### config.mk
export PLATFORM = sky130hd
export DESIGN_NAME = sodm_top
export DESIGN_NICKNAME = d
export VERILOG_FILES = /design/src/sodm_pkg.sv /design/src/sodm_top.sv
export SDC_FILE = /design/constraint.sdc
export NUM_CORES = 1
export LEC_CHECK = 0
export ABC_AREA = 1
export BUFFER_PORTS_ARGS = -buffer_cell sky130_fd_sc_hd__buf_2
export CORE_ASPECT_RATIO = 0.7
export CORE_UTILIZATION = 30
export DETAILED_ROUTE_END_ITERATION = 7
export HOLD_SLACK_MARGIN = 0.03
export MAX_ROUTING_LAYER = met4
export PLACE_DENSITY = 0.58
export SETUP_SLACK_MARGIN = 0.02
export SYNTH_ARGS = -nofsm -noshare
export SYNTH_HDL_FRONTEND = slang
export SYNTH_SLANG_ARGS = --single-unit
### constraint.sdc
create_clock -name i_clk -period 2.25 [get_ports i_clk]
set_clock_uncertainty 0.2 [all_clocks]
set_input_delay 0.1125 -clock i_clk [delete_from_list [all_inputs] [get_ports i_clk]]
set_output_delay 0.1125 -clock i_clk [all_outputs]
set_load 0.01 [all_outputs]
### src/sodm_pkg.sv
// Shared constants and types for the safety output delay and monitor block
package sodm_pkg;
	localparam int unsigned NUM_PAIRS = 2;
	localparam int unsigned NUM_CHAN = 4;
	localparam int unsigned MS_W = 19;
	// Clock and timing figures
	localparam int unsigned CLK_PERIOD_PS = 8000;
	localparam int unsigned MS_IN_PS = 1000000000;
	localparam int unsigned CYC_PER_MS = MS_IN_PS / CLK_PERIOD_PS;
	localparam int unsigned TICK_W = 17;
	localparam logic [MS_W-1:0] DELAY_MIN_MS = 19'h00064;
	localparam int unsigned DELAY_MAX_MIN = 5;
	localparam logic [MS_W-1:0] DELAY_MAX_MS = MS_W'(DELAY_MAX_MIN * 60 * 1000);
	// Readback settle time before a mismatch counts
	localparam logic [3:0] SETTLE_MS = 4'h5;
	// Linked pair: leader output index and follower output index
	localparam int unsigned LINK_LEADER = 0;
	localparam int unsigned LINK_FOLLOWER = 2;

	typedef enum logic [1:0] {
		DLY_NONE = 2'h0,
		DLY_ON = 2'h1,
		DLY_OFF = 2'h2
	} sodm_delay_t;

	typedef enum logic [3:0] {
		ST_OFF = 4'h1,
		ST_ON_WAIT = 4'h2,
		ST_ON = 4'h4,
		ST_OFF_WAIT = 4'h8
	} sodm_state_t;

	typedef struct packed {
		sodm_delay_t dly;
		logic [MS_W-1:0] ms;
	} sodm_out_cfg_t;
endpackage : sodm_pkg

### src/sodm_top.sv
// Safety output control: split, delays, linking, short monitoring, relay group
`timescale 1ns/1ps
`default_nettype none
// Notes on behaviour
// Split exists only for solid-state pairs; pairs are dual-channel unless split.
// Split channels run independently; one never affects its former partner.
// An output carries one delay type only: none, on-delay or off-delay.
// Delayed change to On or Off happens only after full delay time.
// Delay spans 100 ms to 5 minutes in 1 ms steps.
// A started off-delay always runs out, then the output goes Off.
// Linking allowed only between an off-delayed and a non-delayed output.
// Linked non-delayed output stays Off while the leader off-delay runs.
// Paired solid-state channels are checked continuously for shorts.
// Fault on either channel of a pair: both Off and lockout.
// Split channel still monitored, but no corrective switching is done.
// Readback above 1.7 V after Off command means still on: lockout.
// Relay outputs of a module switch as one group, never split.
// Relay outputs are driven and monitored internally, no external feedback.
// On-delay abandoned and output kept Off if input returns to Stop.
module sodm_top #(
	parameter int unsigned CYC_PER_MS = sodm_pkg::CYC_PER_MS
) (
	input wire logic i_clk,
	input wire logic i_rst_n,
	input wire logic [sodm_pkg::NUM_CHAN-1:0] i_run,
	input wire logic [sodm_pkg::NUM_PAIRS-1:0] i_split,
	input wire sodm_pkg::sodm_out_cfg_t [sodm_pkg::NUM_CHAN-1:0] i_out_cfg,
	input wire logic i_link_en,
	input wire logic [sodm_pkg::NUM_CHAN-1:0] i_readback_high,
	input wire logic i_relay_run,
	input wire logic i_relay_readback,
	output logic [sodm_pkg::NUM_CHAN-1:0] o_solid_out,
	output logic [sodm_pkg::NUM_CHAN-1:0] o_chan_fault,
	output logic [sodm_pkg::NUM_PAIRS-1:0] o_pair_lockout,
	output logic o_link_active,
	output logic o_module_relay_out,
	output logic o_relay_lockout
);
	localparam int unsigned NRB = sodm_pkg::NUM_CHAN + 1;

	// Readback pins: three stages, a change counts once stages two and three agree
	logic [NRB-1:0] rb_s1;
	logic [NRB-1:0] rb_s2;
	logic [NRB-1:0] rb_s3;
	logic [NRB-1:0] rb;
	wire [NRB-1:0] rb_raw = {i_relay_readback, i_readback_high};
	// Disagreeing stages hold the filter, so one glitch never counts
	wire [NRB-1:0] next_rb = (rb_s2 & rb_s3) | (rb & (rb_s2 | rb_s3));
	always_ff @(posedge i_clk or negedge i_rst_n) begin
		if (!i_rst_n) begin
			rb_s1 <= '0;
		end else begin
			rb_s1 <= rb_raw;
		end
	end
	always_ff @(posedge i_clk or negedge i_rst_n) begin
		if (!i_rst_n) begin
			rb_s2 <= '0;
		end else begin
			rb_s2 <= rb_s1;
		end
	end
	always_ff @(posedge i_clk or negedge i_rst_n) begin
		if (!i_rst_n) begin
			rb_s3 <= '0;
		end else begin
			rb_s3 <= rb_s2;
		end
	end
	always_ff @(posedge i_clk or negedge i_rst_n) begin
		if (!i_rst_n) begin
			rb <= '0;
		end else begin
			rb <= next_rb;
		end
	end

	// Millisecond tick shared by all timers
	logic [sodm_pkg::TICK_W-1:0] tick_cnt;
	wire tick = (tick_cnt == sodm_pkg::TICK_W'(CYC_PER_MS - 1));
	// Free-running, so the first delay tick may come early: one extra tick is waited
	wire [sodm_pkg::TICK_W-1:0] tick_inc = tick_cnt + 1'b1;
	wire [sodm_pkg::TICK_W-1:0] next_tick = tick ? '0 : tick_inc;
	always_ff @(posedge i_clk or negedge i_rst_n) begin
		if (!i_rst_n) begin
			tick_cnt <= '0;
		end else begin
			tick_cnt <= next_tick;
		end
	end

	// Configuration checks
	sodm_pkg::sodm_delay_t dly_ok [sodm_pkg::NUM_CHAN];
	logic [sodm_pkg::MS_W-1:0] lim_ms [sodm_pkg::NUM_CHAN];
	sodm_pkg::sodm_state_t state [sodm_pkg::NUM_CHAN];
	logic [sodm_pkg::NUM_CHAN-1:0] chan_lock;
	logic [sodm_pkg::NUM_CHAN-1:0] fb_bad;
	logic link_on;
	sodm_pkg::sodm_state_t next_st [sodm_pkg::NUM_CHAN];

	// link legality
	assign link_on = i_link_en && (dly_ok[sodm_pkg::LINK_LEADER] == sodm_pkg::DLY_OFF)
		&& (dly_ok[sodm_pkg::LINK_FOLLOWER] == sodm_pkg::DLY_NONE);

	genvar c;
	generate
		for (c = 0; c < sodm_pkg::NUM_CHAN; c++) begin : g_chan
			localparam int unsigned PAIR = c / 2;
			// paired b channel follows channel a
			wire paired_b = (c % 2 == 1) && !i_split[PAIR];
			localparam int unsigned MATE = c - (c % 2);
			wire [1:0] src = paired_b ? 2'(MATE) : 2'(c);
			// one delay type, illegal code means none
			assign dly_ok[c] = (i_out_cfg[c].dly == sodm_pkg::DLY_ON) ? sodm_pkg::DLY_ON :
				(i_out_cfg[c].dly == sodm_pkg::DLY_OFF) ? sodm_pkg::DLY_OFF :
				sodm_pkg::DLY_NONE;
			// clamp delay to legal span
			// Out-of-range values clamp rather than reject, so an output is never left undelayed
			wire ms_low = (i_out_cfg[c].ms < sodm_pkg::DELAY_MIN_MS);
			wire ms_high = (i_out_cfg[c].ms > sodm_pkg::DELAY_MAX_MS);
			wire [sodm_pkg::MS_W-1:0] ms_top = ms_high ? sodm_pkg::DELAY_MAX_MS : i_out_cfg[c].ms;
			assign lim_ms[c] = ms_low ? sodm_pkg::DELAY_MIN_MS : ms_top;
			wire sodm_pkg::sodm_delay_t my_dly = dly_ok[src];
			wire [sodm_pkg::MS_W-1:0] my_lim = lim_ms[src];
			// follower held Off while the leader off-delay runs
			wire hold = link_on && (src == 2'(sodm_pkg::LINK_FOLLOWER))
				&& (state[sodm_pkg::LINK_LEADER] == sodm_pkg::ST_OFF_WAIT);
			// each split channel uses only its own input
			wire run_g = i_run[src] && !hold;

			logic [sodm_pkg::MS_W-1:0] cnt;
			// done only after the full count; first tick may be partial
			wire done = tick && (cnt >= my_lim);
			sodm_pkg::sodm_state_t next_state;
			always_comb begin
				next_state = state[c];
				unique case (state[c])
					sodm_pkg::ST_OFF: begin
						if (run_g) begin
							next_state = (my_dly == sodm_pkg::DLY_ON) ? sodm_pkg::ST_ON_WAIT :
								sodm_pkg::ST_ON;
						end
					end
					sodm_pkg::ST_ON_WAIT: begin
						// stop abandons the on-delay
						if (!run_g) begin
							next_state = sodm_pkg::ST_OFF;
						end else if (done) begin
							next_state = sodm_pkg::ST_ON;
						end
					end
					sodm_pkg::ST_ON: begin
						if (!run_g) begin
							next_state = (my_dly == sodm_pkg::DLY_OFF) ? sodm_pkg::ST_OFF_WAIT :
								sodm_pkg::ST_OFF;
						end
					end
					sodm_pkg::ST_OFF_WAIT: begin
						// return to run is ignored until expiry
						if (done) begin
							next_state = sodm_pkg::ST_OFF;
						end
					end
					default: next_state = sodm_pkg::ST_OFF;
				endcase
				// lockout forces the channel Off
				if (chan_lock[c]) begin
					next_state = sodm_pkg::ST_OFF;
				end
			end
			// paired b takes its mate's next state, so the pair never drifts apart
			sodm_pkg::sodm_state_t next_sel;
			assign next_st[c] = next_state;
			assign next_sel = paired_b ? next_st[MATE] : next_state;
			wire next_drive = (next_sel == sodm_pkg::ST_ON) || (next_sel == sodm_pkg::ST_OFF_WAIT);
			wire waiting = (state[c] == sodm_pkg::ST_ON_WAIT) || (state[c] == sodm_pkg::ST_OFF_WAIT);

			// Readback settle timer restarts on every drive change
			logic [3:0] settle;
			wire settled = (settle == sodm_pkg::SETTLE_MS);
			// readback must match the command once settled
			// high readback while commanded Off is a fault
			assign fb_bad[c] = settled && (rb[c] != o_solid_out[c]);

			wire state_change = (next_sel != state[c]);
			wire [sodm_pkg::MS_W-1:0] cnt_inc = cnt + 1'b1;
			wire [sodm_pkg::MS_W-1:0] cnt_run = (waiting && tick) ? cnt_inc : cnt;
			wire [sodm_pkg::MS_W-1:0] next_cnt = state_change ? '0 : cnt_run;
			wire drive_change = (next_drive != o_solid_out[c]);
			wire [3:0] settle_inc = settle + 1'b1;
			wire [3:0] settle_run = (tick && !settled) ? settle_inc : settle;
			wire [3:0] next_settle = drive_change ? '0 : settle_run;
			// fault recorded for split channels too
			wire next_fault = o_chan_fault[c] | fb_bad[c];

			// State register
			always_ff @(posedge i_clk or negedge i_rst_n) begin
				if (!i_rst_n) begin
					state[c] <= sodm_pkg::ST_OFF;
				end else begin
					state[c] <= next_sel;
				end
			end
			// Delay counter, cleared on every state change
			always_ff @(posedge i_clk or negedge i_rst_n) begin
				if (!i_rst_n) begin
					cnt <= '0;
				end else begin
					cnt <= next_cnt;
				end
			end
			// Drive straight from a flip-flop
			always_ff @(posedge i_clk or negedge i_rst_n) begin
				if (!i_rst_n) begin
					o_solid_out[c] <= 1'b0;
				end else begin
					o_solid_out[c] <= next_drive;
				end
			end
			// Settle timer hides the readback lag after a switch
			always_ff @(posedge i_clk or negedge i_rst_n) begin
				if (!i_rst_n) begin
					settle <= '0;
				end else begin
					settle <= next_settle;
				end
			end
			// Sticky fault, cleared by reset only
			always_ff @(posedge i_clk or negedge i_rst_n) begin
				if (!i_rst_n) begin
					o_chan_fault[c] <= 1'b0;
				end else begin
					o_chan_fault[c] <= next_fault;
				end
			end
		end

		genvar p;
		for (p = 0; p < sodm_pkg::NUM_PAIRS; p++) begin : g_pair
			// split channels get no corrective lockout
			wire pair_bad = (fb_bad[2*p] || fb_bad[2*p+1]) && !i_split[p];
			assign chan_lock[2*p] = o_pair_lockout[p];
			assign chan_lock[2*p+1] = o_pair_lockout[p];
			// sticky lockout until reset
			always_ff @(posedge i_clk or negedge i_rst_n) begin
				if (!i_rst_n) begin
					o_pair_lockout[p] <= 1'b0;
				end else begin
					o_pair_lockout[p] <= o_pair_lockout[p] | pair_bad;
				end
			end
		end
	endgenerate

	// Relay group: one drive bit, monitored from the internal contact readback
	logic [3:0] relay_settle;
	wire relay_settled = (relay_settle == sodm_pkg::SETTLE_MS);
	// internal readback mismatch
	wire relay_bad = relay_settled && (rb[sodm_pkg::NUM_CHAN] != o_module_relay_out);
	// whole group switched together
	wire next_relay = i_relay_run && !o_relay_lockout && !relay_bad;
	wire next_relay_lock = o_relay_lockout | relay_bad;
	wire relay_change = (next_relay != o_module_relay_out);
	wire [3:0] relay_settle_inc = relay_settle + 1'b1;
	wire [3:0] relay_settle_run = (tick && !relay_settled) ? relay_settle_inc : relay_settle;
	wire [3:0] next_relay_settle = relay_change ? '0 : relay_settle_run;

	// Relay group drive
	always_ff @(posedge i_clk or negedge i_rst_n) begin
		if (!i_rst_n) begin
			o_module_relay_out <= 1'b0;
		end else begin
			o_module_relay_out <= next_relay;
		end
	end
	// Sticky relay lockout, cleared by reset only
	always_ff @(posedge i_clk or negedge i_rst_n) begin
		if (!i_rst_n) begin
			o_relay_lockout <= 1'b0;
		end else begin
			o_relay_lockout <= next_relay_lock;
		end
	end
	// Relay settle timer: contacts get the same SETTLE_MS wait as a solid-state switch
	always_ff @(posedge i_clk or negedge i_rst_n) begin
		if (!i_rst_n) begin
			relay_settle <= '0;
		end else begin
			relay_settle <= next_relay_settle;
		end
	end
	// accepted link reported one cycle late
	always_ff @(posedge i_clk or negedge i_rst_n) begin
		if (!i_rst_n) begin
			o_link_active <= 1'b0;
		end else begin
			o_link_active <= link_on;
		end
	end
endmodule : sodm_top
`default_nettype wire

# == Yosys cells after proc, flatten, opt, wreduce, memory -nomap -nowiden ==
# Index checks and enable logic that the tools add are counted.
# word_totals
regBits,162
inputBits,99
out_inout_bits,13
wordCells,287
# classes
addsub,10
n_lt_le_gt_ge,16
n_eq_ne,62
mux,91
n_bitwise,13
reduce_logical,64
# ops
cell,n
$mux W19,20
$mux W4,40
$add A19 B1 Y19 const B,4
$bmux W19 S2,2
$ge A19 B19 Y1,4
$gt A19 B19 Y1 const B,4
$lt A19 B7 Y1 const B,4
$pmux W4 S4,4
$eq A4 B3 Y1 const B,13
$eq A4 B4 Y1 const B,8
$logic_and A1 B1 Y1,32
$mux W2,12
$add A4 B1 Y4 const B,5
$eq A2 B2 Y1 const B,9
$reduce_bool A2 Y1,9
$add A17 B1 Y17 const B,1
$eq A17 B17 Y1 const B,1
$mux W17,1
$eq A2 B1 Y1 const B,8
$eq A4 B1 Y1 const B,4
$eq A4 B2 Y1 const B,4
$ne A4 B4 Y1,4
$logic_not A1 Y1,12
$mux W3,4
15 further kinds,47

# == Depth between registers and ports, before layout ==
# Gate-level depths: netlist of the first run.
# depth
ltp_word,18
mapped_depth,32
depth_no_buf,31

# == Least setup slack after synthesis of the first run ==
# OpenSTA, ideal clock, no wires.
# synth_path
path_kind,input -> register
start,in i_out_cfg[3] (netlist name)
end,reg g_chan[1].cnt[14] (netlist name)
setup_time_ps,122
t_arrival_ps,2954
t_required_ps,1928
slack_ps,-1027
stages,29
path_buffers,2
path_cell_list,or2_2 -> o21ai_1 -> nand2_1 -> a21oi_1 -> nor2_1 -> o21ai_1 -> buf_2 -> nand3_1 -> o21a_1 -> ha_1 -> nand2_1 -> nand2_1 -> nand2_1 -> nand2_1 -> nand2_1 -> nand2_1 -> nand2_1 -> nand4_1 -> nand2_1 -> nand2_1 -> nand2_1 -> nand2_1 -> nand2_1 -> nand2_1 -> nand2_1 -> nand2_1 -> nand3_4 -> buf_6 -> nor2_2
# synth_via
elab_chain_cells,15
word_cells_on_any_way,25
cone_classes,order compare (4); eq/ne (1); mux (17); reduce/logical (3)
# synth_rtl
element,line_no,rtl
from (decl),sodm_top.sv:27,"input wire sodm_pkg::sodm_out_cfg_t [sodm_pkg::NUM_CHAN-1:0] i_out_cfg,"
$gt A19 B19 Y1,sodm_top.sv:120,wire ms_high = (i_out_cfg[c].ms > sodm_pkg::DELAY_MAX_MS);
$mux W19,sodm_top.sv:121,wire [sodm_pkg::MS_W-1:0] ms_top = ms_high ? sodm_pkg::DELAY_MAX_MS : i_out_cfg[c].ms;
$mux W19 *,sodm_top.sv:122,assign lim_ms[c] = ms_low ? sodm_pkg::DELAY_MIN_MS : ms_top;
$bmux W19 S2,sodm_top.sv:124,wire [sodm_pkg::MS_W-1:0] my_lim = lim_ms[src];
$mux W19 (not written as such) (2 in a row),sodm_top.sv:124,
$ge A19 B19 Y1,sodm_top.sv:133,wire done = tick && (cnt >= my_lim);
$logic_and A1 B1 Y1,sodm_top.sv:133,
$mux W4,sodm_top.sv:148,end else if (done) begin
$mux W4,sodm_top.sv:146,if (!run_g) begin
$pmux W4 S4,sodm_top.sv:137,unique case (state[c])
$mux W4,sodm_top.sv:167,if (chan_lock[c]) begin
$mux W4 *,sodm_top.sv:174,assign next_sel = paired_b ? next_st[MATE] : next_state;
named net g_chan[1].next_sel[2],sodm_top.sv:172,sodm_pkg::sodm_state_t next_sel;
$ne A4 B4 Y1 *,sodm_top.sv:185,wire state_change = (next_sel != state[c]);
$mux W19 / $reduce_bool A2 Y1 (equally long branches),n/a,
to (signal assigned),sodm_top.sv:209,cnt <= next_cnt;
to (decl),sodm_top.sv:131,logic [sodm_pkg::MS_W-1:0] cnt;
# The timed path passes the listed nets; every way through them passes the cells marked *. The select of a mux whose other input is x is not followed.
# A chain may end at the register's enable or synchronous reset.

# == Worst setup path after layout of the first run ==
# layout_path
start,in i_out_cfg[46] (netlist name)
end,reg g_chan[2].cnt[13] (netlist name)
# layout_via
elab_chain_cells,11
word_cells_on_any_way,14
cone_classes,order compare (3); eq/ne (1); mux (8); reduce/logical (2)
# layout_rtl
element,line_no
$gt A19 B19 Y1,sodm_top.sv:120
$mux W19,sodm_top.sv:121
$mux W19 *,sodm_top.sv:122
$ge A19 B19 Y1 *,sodm_top.sv:133
$logic_and A1 B1 Y1 *,sodm_top.sv:133
$mux W4,sodm_top.sv:148
$mux W4,sodm_top.sv:146
$pmux W4 S4 *,sodm_top.sv:137
$mux W4 *,sodm_top.sv:167
$ne A4 B4 Y1 *,sodm_top.sv:185
$mux W19 / $reduce_bool A2 Y1 (equally long branches),n/a
to (signal assigned),sodm_top.sv:209
to (decl),sodm_top.sv:131
# Every way passes the cells marked *; elsewhere a longest branch is shown, timed or not.

==> impl_metrics.toml, run 1 <==
[run_status]
status = "complete, but fails checks"
violations = "negative setup slack"

[cts]
cts_buffer_depth = 2
cts_tree = "done"
clock_latency_ns = 0.45
clkSinkCount = 162
cts_made_buffers = 17
ctsRootBufferMaster = "clkbuf_16"
ctsHtreeMaxLevel = 4
path_clk_slew_ns = 0.07

[global_route]
grt_pass1_vias = 12400
grt_max_degree = 54
antenna_found_initial = 2
grt_overflow = 0
track_usage_pct = 19.9
grt_pass1_wl_um = 64400

[route]
drt-pass1-iter-count = 5
wl_per_cell_um = 14.7
vias = 13100
finalWirelength_um = 40500
route.detailed.drc = 0
drtIter0Drc = 951
postRouteAntennaNets = 0
viasPerCell = 4.78

[final_layout]
finalNetCount = 2393
final_cell_mix = "350 x nand2_1, 321 x buf_4, 192 x inv_1, 173 x nor2_1, 158 x dfrtp_1"
areaGrowthSynthToFinish_pct = 50.2
drive_gt1_share_pct = 36.9
final_common_cell = "nand2_1"
fin_util_pct = 46.3

[synthesis]
ys.flop_type = "dfrtp_1"
ys_types = 57
yosysWarnings = 0
syn_area_um2 = 12400
ys_ff_latch = 162
ys_seq_area_share_pct = 32.7
avgSynthCellArea_um2 = 7.26
syn-num-nets = 1902
syn_inst = 1710
async_flop_share_pct = 100
synth-edff-count = 0

[power]
power_density_nw_per_um2 = 668
p_comb_share_pct = 49.4
p_switching_mw = 4.76
clkPwrFrac_pct = 24.5
peakVddDrop_uv = 615
power.internal_mw = 7.68
seq_power_share_pct = 26.1
p_total_mw = 12.4
p_sw_share_pct = 38.3
p_leak_nw = 9.22

[setup_path]
crit_buf_inv = 7
slowest_stage = "nor4_1"
path_max_fanout = 8
cp.required_ns = 2.44
cpPeakStageDelay_ns = 0.27
cp.arrival_ns = 3.50
crit_family = "simple AND/OR/NAND/NOR gates"
worstSetupPathType = "input port to flop"
crit_path_frequent_cell = "nand2_2"
crit_path_start_kind = "input port"
cp-end-kind = "flop"

[die]
rows = 61
die_w_um = 245
core_um2 = 40200
pin_count = 112
dieHeight_um = 172
dieArea_um2 = 42200
initial_utilization_pct = 30.8

[timing]
slew_violations = 0
worst-slew-pin-transition_ns = 0.473
hold_violations = 0
finalWorstSetupSlack_ns = -1.07
fmax_ghz = 0.302
finalSetupTns_ns = -94.21
rsz0062_at_grt = "true"
relSlewSlack_pct = 68.2
finalCritPeriodShare_pct = 147
min_period_ns = 3.32
setup_violations = 112

[placement]
io_buffers = 111
gp_congestion = 0.981
hpwl_um = 31100

[worst_hold_path]
hold_path_class = "input port to flop"

[job]
drv_cap = 0
synthesized netlist by cell type, drive strengths merged (2+ instances only):
master,instances,area share [%]
inv,219,6.7
o21ai,49,2.1
or2,8,0.42
nor4,21,1.1
nor2,249,9.0
maj3,5,0.40
dfrtp,158,32
mux2,2,0.18
o31ai,7,0.42
o21a,5,0.30
a21o,6,0.36
o22ai,3,0.15
xor2,74,5.2
nor3,43,1.9
dfstp,4,0.85
mux2i,2,0.16
a31oi,12,0.61
o311a,2,0.16
xnor2,12,0.85
nand3,150,6.4
and3,2,0.10
a21oi,51,2.1
nand3b,12,0.73
nand4,62,3.1
clkbuf,12,0.39
nand2,411,13
buf,18,1.2
nor3b,8,0.52
ha,93,9.4
and2,2,0.10
through the flow:
stage / worst slack (ns) / area, um2 / cells / hold slack, ns
after floorplan: -0.846 / 12700 / 1710 / -0.383
after global placement: -1.44 / 16300 / 2665 / -0.0801
after detailed placement: -1.45 / 16300 / 2665 / -0.0781
after CTS: -0.857 / 18200 / 2740 / 0.0725
after global routing: -1.22 / 18600 / 2750 / 0.0881
final: -1.07 / 18600 / 2750 / 0.0710
sequential cells by signal (all words and copies together) (netlist names):
name	flops
g_chan.cnt	76
tick_cnt	17
g_chan.settle	16
state	16
rb	5
rb_s1	5
rb_s2	5
rb_s3	5
o_chan_fault	4
o_solid_out	4
relay_settle	4
o_pair_lockout	2
o_link_active	1
o_module_relay_out	1
o_relay_lockout	1
timing repair:
action	in CTS	in global routing
setup endpoints to repair	115	117
pin swaps	45	59
gates cloned	11	2
resized for setup	197	92
setup buffers	37	10
hold buffers	11	0
endpoints found under the hold margin	172	0
power by group through the flow:
stage	Combinational (mW)	Sequential [mW]	Clock, mW
floorplan	2.52	3.27	0
detailed placement	4.11	3.28	0
CTS	5.66	3.24	3.12
global placement	4.07	3.28	0
finish	6.14	3.25	3.05
global route	6.60	3.27	3.25
final timing paths:
kind | startpoint | endpoint | slack [ns] | cells after the start
max in group asynchronous | i_rst_n | tick_cnt[11]$_DFF_PN0_ | 0.83 | 4
worst min register to register | rb_s1[3]$_DFF_PN0_ | rb_s2[3]$_DFF_PN0_ | 0.15 | 0
worst max register to register | g_chan[2].cnt[9]$_DFFE_PN0P_ | g_chan[2].cnt[13]$_DFFE_PN0P_ | -0.66 | 19
min in group asynchronous | i_rst_n | o_chan_fault[0]$_DFF_PN0_ | 0.45 | 3
worst min-delay path | i_out_cfg[20] | state[9]$_DFF_PN0_ | 0.07 | 6
worst max-delay path | i_out_cfg[46] | g_chan[2].cnt[13]$_DFFE_PN0P_ | -1.07 | 29
logic make-up (layout without fill, tap and decap cells):
kind of cell / count (synthesis) / count (layout) / synth area share (%)
adders and majority gates: 98 / 98 / 9.78
AOI/OAI and AO/OA: 140 / 140 / 6.55
other: 0 / 1 / 0
muxes: 4 / 4 / 0.343
and+or+nand+nor: 970 / 970 / 36.3
xor gates and xnor gates: 86 / 86 / 6.07
DFF: 162 / 162 / 32.7
buffers and inverters: 250 / 754 / 8.28
per-layer routing:
metal | track usage [%] | wire length [um] | vias to the layer above
met5 | - | 0 | -
met1 | 29.3 | 20600 | 6171
met4 | 4.21 | 646 | 0
met2 | 28.0 | 17100 | 318
li1 | - | - | 6607
met3 | 3.66 | 2170 | 39
worst reg2reg max path, delay by kind of cell (launching register included):
kind / cells / cell delay, ns
and+or+nand+nor: 16 / 1.58
adders and majority gates: 1 / 0.34
buffers and inverters: 2 / 0.25
DFF: 1 / 0.48
area by class of cell:
cell class	instances	area (um2)
Antenna cell	1	2.50
Clock buffer	18	439
Clock inverter	14	160
Fill cell	3866	21600
Inverter	220	846
Multi-Input combinational cell	1298	8500
Sequential cell	162	4060
Tap cell	535	669
Timing Repair Buffer	502	3950
Power figures use the tool's default switching activity.
==> run 2, diff against run 1 <==
--- a/config.mk
+++ b/config.mk
@@ -8,6 +8,7 @@
 export ABC_AREA = 1
 export BUFFER_PORTS_ARGS = -buffer_cell sky130_fd_sc_hd__buf_2
 export CORE_ASPECT_RATIO = 0.7
+export CORE_MARGIN = 5
 export CORE_UTILIZATION = 30
 export DETAILED_ROUTE_END_ITERATION = 7
 export HOLD_SLACK_MARGIN = 0.03
==> run 2 against run 1 <==
- the run still ends with negative setup slack left
- power grew 5.4%
- first-iteration DRC count is 21% lower
- die area up 8.1%
- critical path depth down 1
- critical path type unchanged
- largest cell class unchanged
- largest power group unchanged
==> impl_metrics.toml, run 2 (synthesis gave the netlist of run 1 again) <==
[route]
postRouteAntennaNets = 0
drtIter0Drc = 748
route.detailed.drc = 0
drt-pass1-iter-count = 5
vias = 13100
viasPerCell = 4.75
finalWirelength_um = 40300
wl_per_cell_um = 14.6

[setup_path]
cp-end-kind = "flop"
cp.required_ns = 2.42
slowest_stage = "ha_1"
cp.arrival_ns = 3.43
crit_path_start_kind = "input port"
path_max_fanout = 10
crit_path_frequent_cell = "nand2_1"
worstSetupPathType = "input port to flop"
cpPeakStageDelay_ns = 0.32

[job]
drv_cap = 0

[global_route]
grt_pass1_wl_um = 63900
track_usage_pct = 17.5
grt_overflow = 0
grt_pass1_vias = 12500
antenna_found_initial = 1
grt_max_degree = 55

[run_status]
violations = "negative setup slack"
status = "complete, but fails checks"

[timing]
setup_violations = 112
fin_hold_ws_ns = 0.0793
rsz0062_at_grt = "true"
finalCritPeriodShare_pct = 145
finalWorstSetupSlack_ns = -1.00
min_period_ns = 3.25
relSlewSlack_pct = 50.3
slew_violations = 0
worst-slew-pin-transition_ns = 0.744
hold_violations = 0
fmax_ghz = 0.307

[die]
initial_utilization_pct = 30.3
pin_count = 112
dieHeight_um = 180
die_w_um = 253
rows = 62
core_um2 = 41000
dieArea_um2 = 45600

[final_layout]
drive_gt1_share_pct = 39.1
areaGrowthSynthToFinish_pct = 53.8
largest_reg_flops = 76
finalNetCount = 2400
area.sequential_um2 = 4060
multiInputGateArea_um2 = 8790
regMostFlops = "g_chan.cnt"
final_area_um2 = 19100
final_cell_mix = "335 x nand2_1, 322 x buf_4, 189 x inv_1, 158 x dfrtp_1, 157 x nor2_1"
largestRegisters = "g_chan.cnt x76, tick_cnt x17"
fillCellCount = 3944
final_common_cell = "nand2_1"

[cts]
clock_latency_ns = 0.44
ctsHtreeMaxLevel = 4
cts_made_buffers = 17
ctsRootBufferMaster = "clkbuf_16"
cts_buffer_depth = 2
path_clk_slew_ns = 0.07
clkSinkCount = 162
cts_tree = "done"

[placement]
hpwl_um = 30900
io_buffers = 111
dpl_cell_area_um2 = 16400
gp_congestion = 0.974

[power]
power_density_nw_per_um2 = 687
p_total_mw = 13.1
p_leak_nw = 9.32
peakVddDrop_uv = 573

[worst_hold_path]
hold_path_class = "input port to flop"
-- run 2: cell types whose count changed in the layout (fill, tap and decap cells not counted), moves of 3 or more --
| cell | previous run | this run |
|---|---|---|
| clkinvlp_4 | 1 | 5 |
| nand2_1 | 350 | 335 |
| inv_1 | 192 | 189 |
| clkbuf_16 | 18 | 22 |
| inv_2 | 21 | 26 |
| ha_1 | 80 | 70 |
| nand2_2 | 46 | 53 |
| nand2_4 | 14 | 21 |
| nor2_2 | 39 | 53 |
| ha_4 | 12 | 22 |
| nor2_1 | 173 | 157 |
-- run 2: stage by stage --
step / TNS, ns / std cells / util, % / setup WS [ns]
floorplan: -69.37 / 1710 / - / -0.846
global placement: -140.37 / 2680 / 40.1 / -1.45
detailed placement: -143.43 / 2680 / 40.1 / -1.49
CTS: -78.38 / 2751 / 44.4 / -0.899
global route: -110.14 / 2766 / 46.6 / -1.22
finish: -88.05 / 2766 / 46.6 / -1.00
-- run 2: layer usage --
layer	GRT usage (%)	share of wire [%]	vias to the layer above
met1	26.1	51	6238
met4	3.58	1.4	0
met5	-	0	-
met2	24.9	43	262
li1	-	-	6611
met3	2.84	4.2	36
-- run 2: repair_timing --
| item | 4_1_cts | 5_1_grt |
|---|---|---|
| resized for setup | 172 | 172 |
| cloned | 5 | 7 |
| endpoints found under the setup margin | 116 | 126 |
| hold buffers | 11 | 0 |
| endpoints found under the hold margin | 176 | 0 |
| setup buffers | 24 | 16 |
| pin swaps | 53 | 71 |
-- run 2: layout make-up --
type                       instances  share of cell area (%)
clock buffer                      19                    2.37
clock inverter                    13                   0.741
timing repair buffer             509                    21.6
sequential                       162                    21.3
antenna                            1                  0.0131
tap                              544                    3.57
inverter                         220                    4.41
multi-input combinational       1298                    46.1
-- run 2: critical path: cells and delay by family --
family,cells,cell delay (ns)
compound gates,5,0.69
fa+ha+maj,1,0.32
simple gates,18,1.84
buf+inv,4,0.47
-- run 2: power breakdown --
part | total, mW | switching, mW | internal (mW)
Clock | 2.95 | 1.34 | 1.62
Sequential | 3.25 | 0.172 | 3.08
Combinational | 6.91 | 3.41 | 3.50
-- run 2: worst paths after layout --
kind                            slack, ns                     startpoint  cells after the start                             to
worst max register to register      -0.61  g_chan[2].cnt[18]$_DFFE_PN0P_                     17  g_chan[3].cnt[12]$_DFFE_PN0P_
worst max-delay path                -1.00                   i_out_cfg[9]                     28  g_chan[1].cnt[18]$_DFFE_PN0P_
min in group asynchronous            0.53                        i_rst_n                      3   g_chan[2].cnt[9]$_DFFE_PN0P_
max in group asynchronous            0.56                        i_rst_n                      4  g_chan[2].cnt[10]$_DFFE_PN0P_
worst min register to register       0.15             rb_s1[1]$_DFF_PN0_                      0             rb_s2[1]$_DFF_PN0_
worst min-delay path                 0.08                  i_out_cfg[41]                      8             state[9]$_DFF_PN0_
